--- src/hdl/ife_consts.vh ---
// Purpose: constants for the maskable interrupt flag/enable block
// Assumes: page-zero register addresses are 8 bits wide
// Notes:   every offset lives here, with flag/enable/port reset values and flag 4-7 bit positions
//
// How it works
// - Maskable request comes from eight sources: counters, edges, serial.
// - Vectors: unmaskable 3FF7, chip reset 3FFA, maskable 3FFD.
// - Sequence reset, unmaskable, maskable; all eight share one request.
// - Each source has its own enable bit.
// - Request stays high while any enabled flag stays set.
// - Reading 0011 returns flags with no side effect on edge flags.
// - 0010 reads FF; clear-bit write there lands in the flag register.
// - A written one never sets an edge flag.
// - A flag set after the read cycle survives the write cycle.
// - Enable register at 0012; written ones set, zeros clear.
// - Chip reset clears every enable bit.
// - Flag set with its enable one raises the maskable request.
// - Read cycle of bit set/clear reads port data register, not pins.
// - Bit-set: byte one gives bit, byte two zero-page address.
// - Bit-clear is bit-set writing zero instead.
// - Branch-if-one: bit field, address, 8-bit offset; taken if one.
// - Branch-if-zero: same format, taken when the bit is zero.
// - Flags 0,1 on rising port A 0,1; flags 2,3 falling on 2,3.
// - Edge flags clear only by clear-bit at 0010 or chip reset.
// - Underflow sets flags 4,5; 0018/001C reads, 001A/001E writes clear.
// - Flag 6 from receiver status 0-3, flag 7 from transmitter status.
`ifndef IFE_CONSTS_VH
`define IFE_CONSTS_VH

`define IFE_ADDR_PORT_A   8'h00
`define IFE_ADDR_PORT_B   8'h01
`define IFE_ADDR_FLAG_CLR 8'h10
`define IFE_ADDR_FLAGS    8'h11
`define IFE_ADDR_ENABLES  8'h12
`define IFE_ADDR_CTRA_LO  8'h18
`define IFE_ADDR_CTRA_WR  8'h1A
`define IFE_ADDR_CTRB_LO  8'h1C
`define IFE_ADDR_CTRB_WR  8'h1E

`define IFE_CLR_READ_VAL  8'hFF
`define IFE_FLAGS_RESET   8'h00
`define IFE_ENABLES_RESET 8'h00
`define IFE_PORT_RESET    8'hFF

`define IFE_FLAG_CTRA     4
`define IFE_FLAG_CTRB     5
`define IFE_FLAG_RX       6
`define IFE_FLAG_TX       7
`define IFE_SS_TX_IDLE    5
`define IFE_SS_TX_EMPTY   6
`define IFE_SS_TX_END     7

`define IFE_VEC_NMI       16'h3FF7
`define IFE_VEC_RESET     16'h3FFA
`define IFE_VEC_IRQ       16'h3FFD
`define IFE_KIND_RESET    2'h0
`define IFE_KIND_NMI      2'h1
`define IFE_KIND_IRQ      2'h2

`define IFE_OP_BITWR_LO   4'h7
`define IFE_OP_BRANCH_LO  4'hF

`endif

--- src/hdl/ife_irq_ctrl.v ---
// Purpose: interrupt flags, enables, vector sequencing and bit operations
// Assumes: CPU core drives page-zero strobes on clk, one cycle each
// Notes:   ports A/B are open drain; a zero in the data register pulls low
`timescale 1ns/1ps
`include "ife_consts.vh"
module ife_irq_ctrl (
  // Clock and reset
  input  wire       clk,
  input  wire       rst_n,
  // Page-zero access from the CPU core
  input  wire [7:0] zp_addr,
  input  wire       zp_rd,
  input  wire       zp_wr,
  input  wire       zp_rmw,
  input  wire [7:0] zp_wdata,
  output reg  [7:0] zp_rdata,
  output reg        zp_hit,
  // Bit instruction helper
  input  wire       bop_valid,
  input  wire [7:0] bop_opcode,
  input  wire [7:0] bop_operand,
  output reg        bop_done,
  output reg  [7:0] bop_result,
  output reg        bop_is_branch,
  output reg        bop_taken,
  output reg        bop_bad,
  // Interrupt sequencing
  input  wire       nmi_n_pin,
  input  wire       cpu_irq_mask,
  input  wire       vec_ack,
  output reg        vec_valid,
  output reg  [1:0] vec_kind,
  output reg [15:0] vec_addr,
  output reg        irq_req,
  // Event sources
  input  wire       ctr_a_underflow,
  input  wire       ctr_b_underflow,
  input  wire [7:0] serial_status,
  // Port A pins
  input  wire [7:0] port_a_in,
  output reg  [7:0] port_a_out,
  output reg  [7:0] port_a_oe,
  // Port B pins
  input  wire [7:0] port_b_in,
  output reg  [7:0] port_b_out,
  output reg  [7:0] port_b_oe
);

  localparam ST_IDLE = 1'b0;
  localparam ST_VEC  = 1'b1;

  reg        rst_meta;
  reg        rst_sync;
  reg  [7:0] irq_flags;
  reg  [7:0] irq_enables;
  reg  [7:0] port_a_data;
  reg  [7:0] port_b_data;
  reg        state;
  reg        reset_pend;
  reg        nmi_pend;

  reg  [7:0] next_flags;
  reg  [7:0] next_enables;
  reg  [7:0] next_rdata;
  reg        next_hit;
  reg  [3:0] edge_keep;
  reg        ctra_clr;
  reg        ctrb_clr;

  wire [7:0] pa_level;
  wire [7:0] pa_rise;
  wire [7:0] pa_fall;
  wire [7:0] pb_level;
  wire [0:0] nmi_fall;

  wire       rd_hit_any;
  wire       wr_flag_clr;
  wire [2:0] bop_bit;
  wire [7:0] bop_mask;
  wire [3:0] bop_low;
  wire       bop_bit_val;

  // Reset release through two flops
  always @(posedge clk or negedge rst_n)
  begin
    if (!rst_n)
    begin
      rst_meta <= 1'b0;
      rst_sync <= 1'b0;
    end
    else
    begin
      rst_meta <= 1'b1;
      rst_sync <= rst_meta;
    end
  end

  // Pin synchronisers and edge detection
  ife_sync_edge #(.WIDTH(8)) u_sync_pa (
    .clk    (clk),
    .rst_n  (rst_sync),
    .pin_in (port_a_in),
    .level  (pa_level),
    .rise   (pa_rise),
    .fall   (pa_fall)
  );

  ife_sync_edge #(.WIDTH(8)) u_sync_pb (
    .clk    (clk),
    .rst_n  (rst_sync),
    .pin_in (port_b_in),
    .level  (pb_level),
    .rise   (),
    .fall   ()
  );

  ife_sync_edge #(.WIDTH(1)) u_sync_nmi (
    .clk    (clk),
    .rst_n  (rst_sync),
    .pin_in (nmi_n_pin),
    .level  (),
    .rise   (),
    .fall   (nmi_fall)
  );

  assign wr_flag_clr = zp_wr && (zp_addr == `IFE_ADDR_FLAG_CLR);
  assign rd_hit_any  = (zp_addr == `IFE_ADDR_PORT_A) ||
                       (zp_addr == `IFE_ADDR_PORT_B) ||
                       (zp_addr == `IFE_ADDR_FLAG_CLR) ||
                       (zp_addr == `IFE_ADDR_FLAGS) ||
                       (zp_addr == `IFE_ADDR_ENABLES);

  // Flag register next value
  always @*
  begin
    // Clear-bit at the clear alias writes only zero bits that hit
    edge_keep = 4'hF;
    if (wr_flag_clr)
      edge_keep = zp_wdata[3:0];
    ctra_clr = (zp_rd && (zp_addr == `IFE_ADDR_CTRA_LO)) ||
               (zp_wr && (zp_addr == `IFE_ADDR_CTRA_WR));
    ctrb_clr = (zp_rd && (zp_addr == `IFE_ADDR_CTRB_LO)) ||
               (zp_wr && (zp_addr == `IFE_ADDR_CTRB_WR));
    next_flags = irq_flags;
    // Ones written are ANDed, so they cannot set; new edges win a clear
    next_flags[3:0] = (irq_flags[3:0] & edge_keep) |
                      {pa_fall[3:2], pa_rise[1:0]};
    next_flags[`IFE_FLAG_CTRA] = ctr_a_underflow |
                     (irq_flags[`IFE_FLAG_CTRA] & ~ctra_clr);
    next_flags[`IFE_FLAG_CTRB] = ctr_b_underflow |
                     (irq_flags[`IFE_FLAG_CTRB] & ~ctrb_clr);
    // Serial flags follow the status bits as levels
    next_flags[`IFE_FLAG_RX] = |serial_status[3:0];
    next_flags[`IFE_FLAG_TX] =
      (serial_status[`IFE_SS_TX_EMPTY] & ~serial_status[`IFE_SS_TX_IDLE]) |
      serial_status[`IFE_SS_TX_END];
  end

  // Enable register next value
  always @*
  begin
    next_enables = irq_enables;
    if (zp_wr && (zp_addr == `IFE_ADDR_ENABLES))
      next_enables = zp_wdata;
  end

  // Read data mux
  always @*
  begin
    next_rdata = zp_rdata;
    next_hit   = 1'b0;
    if (zp_rd)
    begin
      next_hit = rd_hit_any;
      case (zp_addr)
        `IFE_ADDR_PORT_A:
          // Read cycle of a bit instruction sees the latch, not the pins
          next_rdata = zp_rmw ? port_a_data : pa_level;
        `IFE_ADDR_PORT_B:
          next_rdata = zp_rmw ? port_b_data : pb_level;
        `IFE_ADDR_FLAG_CLR:
          next_rdata = `IFE_CLR_READ_VAL;
        `IFE_ADDR_FLAGS:
          next_rdata = irq_flags;
        `IFE_ADDR_ENABLES:
          next_rdata = irq_enables;
        default:
          next_rdata = 8'h00;
      endcase
    end
  end

  // Registers, read data and request
  always @(posedge clk or negedge rst_sync)
  begin
    if (!rst_sync)
    begin
      irq_flags   <= `IFE_FLAGS_RESET;
      irq_enables <= `IFE_ENABLES_RESET;
      zp_rdata    <= 8'h00;
      zp_hit      <= 1'b0;
      irq_req     <= 1'b0;
    end
    else
    begin
      irq_flags   <= next_flags;
      irq_enables <= next_enables;
      zp_rdata    <= next_rdata;
      zp_hit      <= next_hit;
      // Level request held while any enabled flag remains
      irq_req <= |(next_flags & next_enables);
    end
  end

  // Port data registers; a zero bit drives the pin low
  always @(posedge clk or negedge rst_sync)
  begin
    if (!rst_sync)
    begin
      port_a_data <= `IFE_PORT_RESET;
      port_b_data <= `IFE_PORT_RESET;
      port_a_oe   <= 8'h00;
      port_b_oe   <= 8'h00;
      port_a_out  <= 8'h00;
      port_b_out  <= 8'h00;
    end
    else
    begin
      port_a_out <= 8'h00;
      port_b_out <= 8'h00;
      if (zp_wr && (zp_addr == `IFE_ADDR_PORT_A))
      begin
        port_a_data <= zp_wdata;
        port_a_oe   <= ~zp_wdata;
      end
      if (zp_wr && (zp_addr == `IFE_ADDR_PORT_B))
      begin
        port_b_data <= zp_wdata;
        port_b_oe   <= ~zp_wdata;
      end
    end
  end

  // Vector sequencer; reset outranks unmaskable, which outranks maskable
  always @(posedge clk or negedge rst_sync)
  begin
    if (!rst_sync)
    begin
      state      <= ST_IDLE;
      reset_pend <= 1'b1;
      nmi_pend   <= 1'b0;
      vec_valid  <= 1'b0;
      vec_kind   <= `IFE_KIND_RESET;
      vec_addr   <= `IFE_VEC_RESET;
    end
    else
    begin
      // An edge landing on the acknowledge cycle stays pending
      if (nmi_fall[0])
        nmi_pend <= 1'b1;
      case (state)
        ST_IDLE:
        begin
          if (reset_pend)
          begin
            vec_valid <= 1'b1;
            vec_kind  <= `IFE_KIND_RESET;
            vec_addr  <= `IFE_VEC_RESET;
            state     <= ST_VEC;
          end
          else if (nmi_pend)
          begin
            vec_valid <= 1'b1;
            vec_kind  <= `IFE_KIND_NMI;
            vec_addr  <= `IFE_VEC_NMI;
            state     <= ST_VEC;
          end
          else if (irq_req && !cpu_irq_mask)
          begin
            vec_valid <= 1'b1;
            vec_kind  <= `IFE_KIND_IRQ;
            vec_addr  <= `IFE_VEC_IRQ;
            state     <= ST_VEC;
          end
        end
        ST_VEC:
        begin
          if (vec_ack)
          begin
            vec_valid <= 1'b0;
            state     <= ST_IDLE;
            if (vec_kind == `IFE_KIND_RESET)
              reset_pend <= 1'b0;
            if ((vec_kind == `IFE_KIND_NMI) && !nmi_fall[0])
              nmi_pend <= 1'b0;
          end
        end
        default:
        begin
          state     <= ST_IDLE;
          vec_valid <= 1'b0;
        end
      endcase
    end
  end

  // Bit instruction decode: opcode bits 6:4 pick the bit
  assign bop_bit     = bop_opcode[6:4];
  assign bop_mask    = 8'h01 << bop_bit;
  assign bop_low     = bop_opcode[3:0];
  assign bop_bit_val = |(bop_operand & bop_mask);

  always @(posedge clk or negedge rst_sync)
  begin
    if (!rst_sync)
    begin
      bop_done      <= 1'b0;
      bop_result    <= 8'h00;
      bop_is_branch <= 1'b0;
      bop_taken     <= 1'b0;
      bop_bad       <= 1'b0;
    end
    else
    begin
      bop_done <= bop_valid;
      if (bop_valid)
      begin
        bop_result    <= bop_operand;
        bop_is_branch <= 1'b0;
        bop_taken     <= 1'b0;
        bop_bad       <= 1'b0;
        case (bop_low)
          `IFE_OP_BITWR_LO:
          begin
            if (bop_opcode[7])
              bop_result <= bop_operand | bop_mask;
            else
              bop_result <= bop_operand & ~bop_mask;
          end
          `IFE_OP_BRANCH_LO:
          begin
            bop_is_branch <= 1'b1;
            // Opcode bit 7 picks taken-if-one versus taken-if-zero
            if (bop_opcode[7])
              bop_taken <= bop_bit_val;
            else
              bop_taken <= ~bop_bit_val;
          end
          default:
            bop_bad <= 1'b1;
        endcase
      end
    end
  end

endmodule

--- src/hdl/ife_sync_edge.v ---
// Purpose: two-stage synchroniser with edge detection for pin inputs
// Assumes: rst_n is already synchronous-release
// Notes:   edges are suppressed until the sample pipeline has filled
`timescale 1ns/1ps
module ife_sync_edge #(
  parameter WIDTH = 8
) (
  // Clock and reset
  input  wire             clk,
  input  wire             rst_n,
  // Pins and results
  input  wire [WIDTH-1:0] pin_in,
  output reg  [WIDTH-1:0] level,
  output reg  [WIDTH-1:0] rise,
  output reg  [WIDTH-1:0] fall
);

  reg [WIDTH-1:0] stage1;
  reg [WIDTH-1:0] prev;
  reg [1:0]       fill;

  always @(posedge clk or negedge rst_n)
  begin
    if (!rst_n)
    begin
      stage1 <= {WIDTH{1'b0}};
      level  <= {WIDTH{1'b0}};
      prev   <= {WIDTH{1'b0}};
      rise   <= {WIDTH{1'b0}};
      fall   <= {WIDTH{1'b0}};
      fill   <= 2'h0;
    end
    else
    begin
      stage1 <= pin_in;
      level  <= stage1;
      prev   <= level;
      if (fill != 2'h3)
        fill <= fill + 2'h1;
      // Pin state at reset release must not look like an edge
      rise <= (fill == 2'h3) ? (level & ~prev) : {WIDTH{1'b0}};
      fall <= (fill == 2'h3) ? (~level & prev) : {WIDTH{1'b0}};
    end
  end

endmodule

--- config.mk ---
export PLATFORM = sky130hd
export DESIGN_NAME = ife_irq_ctrl
export DESIGN_NICKNAME = d
export VERILOG_FILES = /design/src/hdl/ife_irq_ctrl.v /design/src/hdl/ife_sync_edge.v
export VERILOG_INCLUDE_DIRS = /design/src /design/src/hdl
export SDC_FILE = /design/constraint.sdc
export NUM_CORES = 1
export LEC_CHECK = 0
export BUFFER_PORTS_ARGS = -buffer_cell sky130_fd_sc_hd__buf_2
export CORE_MARGIN = 4
export CORE_UTILIZATION = 47
export DETAILED_ROUTE_END_ITERATION = 8
export HOLD_SLACK_MARGIN = 0.12
export PLACE_DENSITY = 0.81
export SETUP_SLACK_MARGIN = 0.05
export SYNTH_ARGS = -nofsm -noshare
export SYNTH_HDL_FRONTEND = slang
export SYNTH_SLANG_ARGS = --single-unit
export TNS_END_PERCENT = 5
--- constraint.sdc ---
create_clock -name clk -period 4.1 [get_ports clk]
set_input_delay 0.41 -clock clk [delete_from_list [all_inputs] [get_ports clk]]
set_output_delay 0.41 -clock clk [all_outputs]
set_load 0.01 [all_outputs]
==> run_results.csv, run 1 <==
group,metric,value,unit
yosys,seq_area_frac_synth,60.82,%
yosys,synth_top_cell_area_share,51.49,%
global_routing,grt_pass1_wl,19110,um
layout,areaGrowthSynthToFinish,24.13,%
timing,fin_tns_setup,0,ns
clocking,postCtsResizedCells,0,
worst_setup_path,rr_endpoint,"zp_rdata[2]",
yosys,ys_types,57,
pwr,pwr-share-clk,44.7,%
timing,finalSetupViolCount,0,
layout,drive_above_1_share,35.30,%
drt,drtIter0Drc,299,
clocking,h-tree-depth,4,
hold_path,hold_start,"vec_ack",
yosys,avgSynthCellArea,12.38,um^2
clocking,clock_path_buffers,2,
placement,gp_congestion,0.9242,
worst_setup_path,critPathRequiredTime,4.37,ns
job,max_cap_viol_count,0,
timing,rsz0062_at_grt,"no",
hold_path,whs_endpoint,"state",
pwr,seq_power_share,45.6,%
worst_setup_path,worstPathArrival,2.43,ns
worst_setup_path,worstPathMaxFanout,11,
clocking,cts_inserted_buffers,17,
global_routing,grt_usage,18.93,%
pwr,internal_power,2.354,mW
yosys,synth_warnings,0,
timing,tightest_slew,0.9578,ns
drt,routed_via_density,5.209,
outcome,run_status,"finished clean",
hold_path,whs_path_depth,2,
yosys,synth_edf_count,0,
worst_setup_path,worstSetupEndpointType,"flip-flop",
worst_setup_path,reg2reg_depth,3,
yosys,ys_seq_elements,129,
worst_setup_path,r2r_slack,2.74,ns
global_routing,antenna_found_initial,0,
timing,slew_viol_final,0,
clocking,clk_latency,0.41,ns
global_routing,grt_overflow_total,0,
timing,slew_headroom,35.25,%
drt,postRouteAntennaNets,0,
yosys,yosysTopAreaCell,"dfrtp_1",
drt,vias,3730,
floorplanning,start_util,48.68,%
drt,drc_errors,0,
placement,io_buffer_count,110,
worst_setup_path,critPathKind,"input port to flip-flop",
yosys,synth.area.top_cells,"dfrtp_1, dfstp_2, mux2_2, buf_4, o21ai_0",
floorplanning,num_io_pins,140,
timing,fmax,463.2,MHz
floorplanning,row_count,38,
pwr,power.leakage,3.084,nW
pwr,p_sw,0.7995,mW
hold_path,hold_path_class,"input port to flip-flop",
clocking,cts_tree,"done",
timing,hold_violations,0,
floorplanning,die-width,114.7,um
clocking,cts.hold.buffers_added,18,
floorplanning,die_area,13150,um^2
clocking,post_cts_buffers,0,
yosys,synth-async-reset-ratio,100.0,%
timing,skew,0.01092,ns
pwr,power.share.switching,25.35,%
layout,finalNetCount,631,
yosys,synth_most_common_cell,"dfrtp_1",
drt,drtPass1Iterations,5,
clocking,clockRootBuffer,"clkbuf_16",
layout,fillers,856,
clocking,clk_pin_slew,0.06,ns
clocking,clock-sinks,129,
timing,period_needed,2.159,ns
floorplanning,core,10980,um^2
pwr,peakVddDrop,345.4,uV
yosys,synthesis.instances,432,
floorplanning,die_y,114.7,um
worst_setup_path,r2r-start,"port_b_data[2]",
drt,routedWlPerCell,16.48,um
pwr,power_density,475.2,nW/um^2
yosys,ys.flop_type,"dfrtp_1",
yosys,yosys-top-cells-count,"dfrtp_1, buf_4, o21ai_0, nand2_1, mux2_2",
worst_setup_path,start_kind,"input port",
drt,finalWirelength,11800,um
global_routing,grt_pass1_vias,3843,
pwr,combPwrFrac,9.7,%
placement,hpwl,8116,um
global_routing,grt_max_degree,58,
timing,whs,0.1981,ns
yosys,netlist_area,5346,um^2
timing,fin_crit_sh,52.65,%
## placed cells by master, fill, tap and decap left out, drive strengths merged, types with 6 or more instances in the layout
master and n:
nand2b 13, a21oi 16, nor3 6, o21ai 30, dlygate4sd3 18, inv 17
buf 112, mux2i 9, dfstp 19, mux2 34, nor2 21, nand2 30
clkbuf 18, conb 29, dfrtp 110
## per-stage QoR
| stage | setup WS (ns) | util (%) | cells | area [um^2] | total power [mW] |
|---|---|---|---|---|---|
| 6_report | 1.941 | 60.42 | 716 | 6636 | 3.153 |
| 5_1_grt | 1.871 | 60.40 | 715 | 6634 | 3.294 |
| 4_1_cts | 1.972 | 60.40 | 715 | 6634 | 3.179 |
| 3_5_place_dp | 1.548 | 53.63 | 665 | 5891 | 1.755 |
| 3_3_place_gp | 1.514 | 53.63 | 665 | 5891 | 1.739 |
| 2_1_floorplan | 0.2731 | - | 459 | 5448 | 1.647 |
## flip-flops by register name (all words and copies together), names as in the netlist, 3 cells and up
name / cells
zp_rdata: 8
u_sync_pa.level: 8
irq_flags: 8
u_sync_pa.prev: 4
u_sync_pb.stage1: 8
port_a_data: 8
port_a_oe: 8
vec_addr: 3
u_sync_pa.stage1: 8
u_sync_pb.level: 8
irq_enables: 8
port_b_oe: 8
bop_result: 8
port_b_data: 8
## critical path, stage by stage
cell and delay [ns]:
buf_2 0.11, or4b_4 0.59, nor3_4 0.50, mux2_2 0.42
a221oi_2 0.28, nand4_1 0.11
## power groups by stage
stage                     clock, mW  sequential (mW)  combinational, mW
final                          1.41             1.44              0.306
after global routing           1.50             1.45              0.343
after detailed placement          0             1.46              0.293
after global placement            0             1.46              0.283
after floorplan                   0             1.47              0.175
after CTS                      1.43             1.44              0.308
## layer usage
metal	up-vias	part of all wire, %	GRT usage [%]
met1	1808	41	23.54
li1	1749	-	-
met4	0	2.2	7.522
met2	153	49	30.73
met3	20	7.9	6.025
met5	-	0	0
## final cells by class
type	count	area, um^2	share of cell area [%]
clock inverters	14	133.9	2.017
multi-input cells	271	1846	27.81
repair buffers	130	745.7	11.24
inverters	13	48.80	0.7353
flip-flops and latches	129	3256	49.06
well taps	140	175.2	2.640
clock buffers	18	429.2	6.467
diodes	1	2.502	0.03771
## cells by family after synthesis
| group | count (synthesis) | share of synthesized area, % |
|---|---|---|
| AOI/OAI and AO/OA | 94 | 12.01 |
| and+or+nand+nor | 98 | 9.829 |
| DFF | 129 | 60.82 |
| xor gates and xnor gates | 3 | 0.4915 |
| buffers and inverters | 59 | 6.553 |
| muxes | 45 | 9.689 |
| other | 2 | 0.1405 |
| adders and majority gates | 2 | 0.4680 |
## how the worst max path moves through the flow
stage / start / to / slack, ns
5_1_grt: zp_addr[7] / port_b_data[7] / 1.87
6_report: zp_addr[7] / irq_req / 1.94
4_1_cts: zp_addr[7] / irq_req / 1.97
3_5_place_dp: zp_addr[7] / irq_req / 1.55
3_3_place_gp: zp_addr[7] / irq_req / 1.51
2_1_floorplan: rst_sync / bop_bad / 0.27
(Power assumes the default switching activity.)
==> inputs of run 2 (changes only) <==
ABC_AREA = 1   (was default)
CORE_UTILIZATION = 48   (was 47)
PLACE_DENSITY = 0.82   (was 0.81)
clock period = 1.95 ns   (was 4.1 ns; I/O delays follow)
==> run_results.csv, run 2 <==
group,metric,value,unit
outcome,run_status,"finished clean",
worst_setup_path,critPathRequiredTime,2.23,ns
worst_setup_path,worstSetupEndpointType,"flip-flop",
yosys,yosysTopAreaCell,"dfrtp_1",
yosys,synth_warnings,0,
worst_setup_path,worstPathMaxFanout,7,
yosys,avgSynthCellArea,9.719,um^2
layout,fillers,881,
hold_path,hold_path_class,"input port to flip-flop",
yosys,seq_area_frac_synth,58.50,%
yosys,synthesis.instances,572,
drt,drtIter0Drc,338,
worst_setup_path,slowest_delay,0.53,ns
layout,finalNetCount,799,
yosys,synth_top_cell_area_share,49.52,%
timing,fmax,693.4,MHz
drt,drtPass1Iterations,5,
yosys,synth.area.top_cells,"dfrtp_1, nand2_1, dfstp_2, buf_4, inv_1",
global_routing,grt_pass1_vias,4574,
layout,final_common_cell,"nand2_1",
layout,layout.cells.non_filler,886,
pwr,power_density,1012,nW/um^2
placement,dp_worst_setup_slack,0.3822,ns
worst_setup_path,crit_family,"compound AO/OA/AOI/OAI gates",
global_routing,antenna_found_initial,0,
timing,tightest_slew,0.6236,ns
clocking,clockRootBuffer,"clkbuf_16",
timing,rsz0062_at_grt,"no",
pwr,power,7.294,mW
layout,layout_common_cells,"nand2_1, buf_2, dfrtp_1",
drt,drc_errors,0,
worst_setup_path,cp_slowest_cell,"dfstp_2",
layout,antennaDiodeCount,0,
floorplanning,die_area,13370,um^2
clocking,clk_pin_slew,0.05,ns
worst_setup_path,crit_top_cell,"a21oi_1",
yosys,synth_most_common_cell,"nand2_1",
yosys,ys_types,37,
job,max_cap_viol_count,0,
pwr,power.leakage,3.618,nW
placement,gp_congestion,0.8199,
clocking,clock_path_buffers,2,
yosys,synth_edf_count,0,
worst_setup_path,crit_chain,"nor2_1 > a21oi_1 > inv_1 > a21oi_1 > a21oi_1",
global_routing,grt_busiest_layer,"met2",
placement,hpwl,8415,um
floorplanning,row_count,39,
timing,skew,0.007531,ns
worst_setup_path,critPathKind,"flip-flop to flip-flop",
timing,fin_tns_setup,0,ns
drt,postRouteAntennaNets,0,
global_routing,grt_usage,20.21,%
layout,drive_above_1_share,28.13,%
layout,stdcell_area,7211,um^2
timing,whs,0.1629,ns
clocking,cts_tree,"done",
clocking,clock-sinks,129,
floorplanning,die-width,115.6,um
drt,routed_via_density,4.958,
floorplanning,core,11370,um^2
global_routing,grt_overflow_total,0,
clocking,postCtsResizedCells,0,
global_routing,met2_usage,33.10,%
global_routing,grt_max_degree,57,
worst_setup_path,start_kind,"flip-flop",
worst_setup_path,worstPathArrival,1.72,ns
global_routing,grtUsageMet1,25.67,%
global_routing,grt_pass1_wl,21110,um
clocking,h-tree-depth,4,
yosys,synth-async-reset-ratio,100.0,%
placement,dp.cells,813,
layout,post-route-util,63.42,%
clocking,cts_inserted_buffers,17,
timing,period_needed,1.442,ns
layout,areaGrowthSynthToFinish,29.71,%
layout,seq_area,3256,um^2
floorplanning,die_y,115.6,um
timing,layout_setup_ws,0.5078,ns
layout,multiInputGateArea,1877,um^2
global_routing,use_met3,5.222,%
placement,placed_cell_area,6145,um^2
drt,finalWirelength,12710,um
timing,fin_crit_sh,73.96,%
yosys,ys.flop_type,"dfrtp_1",
timing,finalSetupViolCount,0,
timing,slew_viol_final,0,
yosys,yosys-top-cells-count,"nand2_1, dfrtp_1, inv_1, o21ai_0, buf_4",
placement,io_buffer_count,110,
yosys,ys_seq_elements,129,
pwr,peakVddDrop,728.0,uV
floorplanning,num_io_pins,140,
drt,vias,4393,
yosys,netlist_area,5559,um^2
clocking,clk_latency,0.41,ns
worst_setup_path,path_buf_inv,1,
clocking,post_cts_buffers,0,
drt,routedWlPerCell,14.34,um
timing,slew_headroom,58.28,%
timing,hold_violations,0,
floorplanning,start_util,48.89,%
==> run 2: changes by cell type in the layout (fill, tap and decap cells not counted), moves of 7 or more <==
cell           delta
dlygate4sd3_1    +23
inv_1            +41
mux2_1            -7
mux2_2           -16
mux2i_1           -9
nand2_1         +117
nand2b_1         -13
nand3_1          +17
o21a_1           +11
o21ai_1          +25
==> run 2: tightest hold or removal path, cell delays in order <==
cell and delay (ns):
buf_2 0.10, nand3_1 0.08, nor2_1 0.07, nor2_1 0.08
==> run 2: logic make-up (layout without fill, tap and decap cells) <==
family / count (synthesis) / after routing / synth area share, %
DFF: 129 / 129 / 58.50
other: 2 / 29 / 0.1351
adders and majority gates: 2 / 2 / 0.4501
muxes: 11 / 11 / 2.228
buffers and inverters: 103 / 247 / 9.566
and+or+nand+nor: 228 / 228 / 19.20
xor gates and xnor gates: 2 / 2 / 0.3152
AOI/OAI and AO/OA: 95 / 95 / 9.611
==> run 2: area by class of cell <==
cell class | count | area share (%)
tap | 143 | 2.481
sequential | 129 | 45.15
clock inverter | 10 | 2.516
clock buffer | 22 | 6.576
inverter | 60 | 3.158
timing repair buffer | 155 | 14.09
multi-input combinational | 367 | 26.03
==> run 2: final timing paths <==
| check | startpoint | to | slack (ns) | cells after the start |
|---|---|---|---|---|
| max in group asynchronous | rst_sync | vec_addr[1] | 1.01 | 1 |
| min in group asynchronous | rst_sync | u_sync_pa.stage1[5] | 0.26 | 0 |
| min | bop_opcode[0] | bop_bad | 0.16 | 4 |
| max reg2reg | reset_pend | vec_kind[0] | 0.51 | 5 |
| max | reset_pend | vec_kind[0] | 0.51 | 5 |
| min reg2reg | rst_sync | u_sync_pa.stage1[5] | 0.26 | 0 |
==> run 2: layer usage <==
layer / up-vias / wire length, um
met5: - / 0
met3: 25 / 992
met1: 2075 / 5336
met2: 195 / 6078
li1: 2098 / -
met4: 0 / 302
==> run 2: repair_timing <==
action                                  4_1_cts  5_1_grt
endpoints found under the setup margin        0        1
hold buffers                                 42        0
endpoints found under the hold margin        67        0
==> run 2: power breakdown <==
group	total (mW)	internal (mW)	leakage, nW	switching (mW)
clock	3.47	2.37	0.320	1.10
combinational	0.793	0.329	1.78	0.464
sequential	3.03	2.92	1.51	0.116
total	7.29	5.61	3.62	1.68
==> inputs of run 3 (changes only) <==
CORE_UTILIZATION = 52   (was 48)
PLACE_DENSITY = 0.84   (was 0.82)
clock period = 1.4 ns   (was 1.95 ns; I/O delays follow)
==> run_results.csv, run 3 (synthesized netlist as in run 2, its figures left out) <==
group,metric,value,unit
global_routing,grt_overflow_total,0,
placement,dp.cells,822,
floorplanning,die-width,111.4,um
hold_path,hold_path_class,"input port to flip-flop",
timing,hold_violations,0,
layout,layout_common_cells,"nand2_1, buf_2, dfrtp_1",
global_routing,grt_pass1_vias,4971,
clocking,clk_latency,0.51,ns
timing,slew_viol_final,0,
layout,drive_above_1_share,30.32,%
worst_setup_path,critPathKind,"input port to flip-flop",
global_routing,grt_pass1_wl,24290,um
clocking,clock_path_buffers,2,
timing,fmax,753.8,MHz
layout,layout.cells.non_filler,912,
drt,drc_errors,0,
timing,layout_setup_ws,0.07333,ns
drt,drtPass1Iterations,5,
timing,period_needed,1.327,ns
worst_setup_path,start_kind,"input port",
worst_setup_path,worstPathMaxFanout,15,
global_routing,antenna_found_initial,1,
drt,routed_via_density,5.247,
clocking,cts_tree,"done",
placement,hpwl,9022,um
floorplanning,die_area,12410,um^2
pwr,power_density,1337,nW/um^2
placement,dp_worst_setup_slack,-0.04429,ns
floorplanning,start_util,53.61,%
floorplanning,num_io_pins,140,
drt,routedWlPerCell,16.16,um
global_routing,grt_usage,24.53,%
floorplanning,row_count,37,
clocking,post_cts_buffers,0,
pwr,power.leakage,3.743,nW
clocking,clock-sinks,129,
clocking,clk_pin_slew,0.06,ns
drt,vias,4785,
pwr,peakVddDrop,883.0,uV
timing,finalSetupViolCount,0,
global_routing,grt_max_degree,48,
layout,post-route-util,72.38,%
timing,rsz0062_at_grt,"yes",
clocking,clockRootBuffer,"clkbuf_8",
layout,finalNetCount,831,
layout,final_common_cell,"nand2_1",
clocking,h-tree-depth,4,
layout,areaGrowthSynthToFinish,35.02,%
drt,finalWirelength,14740,um
clocking,cts_inserted_buffers,17,
timing,fin_crit_sh,94.76,%
worst_setup_path,worstSetupEndpointType,"flip-flop",
outcome,run_status,"finished clean",
floorplanning,die_y,111.4,um
job,max_cap_viol_count,0,
placement,io_buffer_count,110,
worst_setup_path,worstPathArrival,1.72,ns
placement,gp_congestion,0.8611,
floorplanning,core,10370,um^2
drt,postRouteAntennaNets,0,
drt,drtIter0Drc,398,
worst_setup_path,critPathRequiredTime,1.79,ns
pwr,power,10.03,mW
timing,skew,0.01544,ns
run 3: cell types whose count changed in the layout (fill, tap and decap cells not counted), moves of 3 or more:
cell	previous run	this run
dlygate4sd3_1	41	56
buf_4	2	16
clkinvlp_4	1	4
inv_6	0	3
nor3_1	7	4
nor3_2	0	3
run 3: per-stage QoR:
| step | TNS [ns] | area (um^2) | hold WS [ns] |
|---|---|---|---|
| finish | 0 | 7506 | 0.1886 |
| global route | -0.01942 | 7506 | 0.1681 |
| CTS | 0 | 7467 | 0.1308 |
| detailed placement | -0.2110 | 6281 | -0.07436 |
| global placement | 0 | 6281 | -0.07211 |
| floorplan | 0 | 5664 | -0.1556 |
run 3: repair_timing:
action / 4_1_cts / 5_1_grt
resized for setup: 1 / 8
hold buffers: 56 / 2
setup endpoints to repair: 3 / 5
endpoints found under the hold margin: 93 / 1
run 3: final timing paths:
check	from	end	slack, ns	cells after the start
hold / removal	zp_wr	irq_flags[1]	0.19	5
setup / recovery	zp_wr	irq_req	0.07	9
min in group asynchronous	rst_sync	irq_enables[2]	0.22	0
setup reg to reg	reset_pend	vec_kind[0]	0.15	5
hold reg to reg	rst_sync	irq_enables[2]	0.22	0
max in group asynchronous	rst_sync	reset_pend	0.56	1
run 3: worst max-delay path, stage by stage:
cell and delay, ns:
buf_2 0.13, dlygate4sd3_1 0.63, nand3_4 0.24, nand2_2 0.14
o21ai_2 0.09, nand2_1 0.10, nand2_1 0.07, nor2_2 0.11
nand2_1 0.06
run 3: where the power goes:
| part | internal [mW] | total, mW | switching (mW) |
|---|---|---|---|
| sequential | 4.06 | 4.23 | 0.170 |
| clock | 2.91 | 4.60 | 1.69 |
| combinational | 0.508 | 1.21 | 0.699 |
| total | 7.48 | 10.0 | 2.56 |
run 3: final cells by class:
class	instances	area (um^2)
inverter	60	227.7
sequential	129	3256
antenna	1	2.502
multi-input combinational	367	1904
clock buffer	17	414.1
clock inverter	15	207.7
fill	703	2864
tap	136	170.2
timing repair buffer	187	1324
run 3: layer usage:
layer | vias up | wire [um] | global-route usage [%]
li1 | 2161 | - | -
met1 | 2296 | 5561 | 29.84
met2 | 281 | 7450 | 41.42
met3 | 47 | 1312 | 7.337
met4 | 0 | 416 | 9.327
met5 | - | 0 | 0
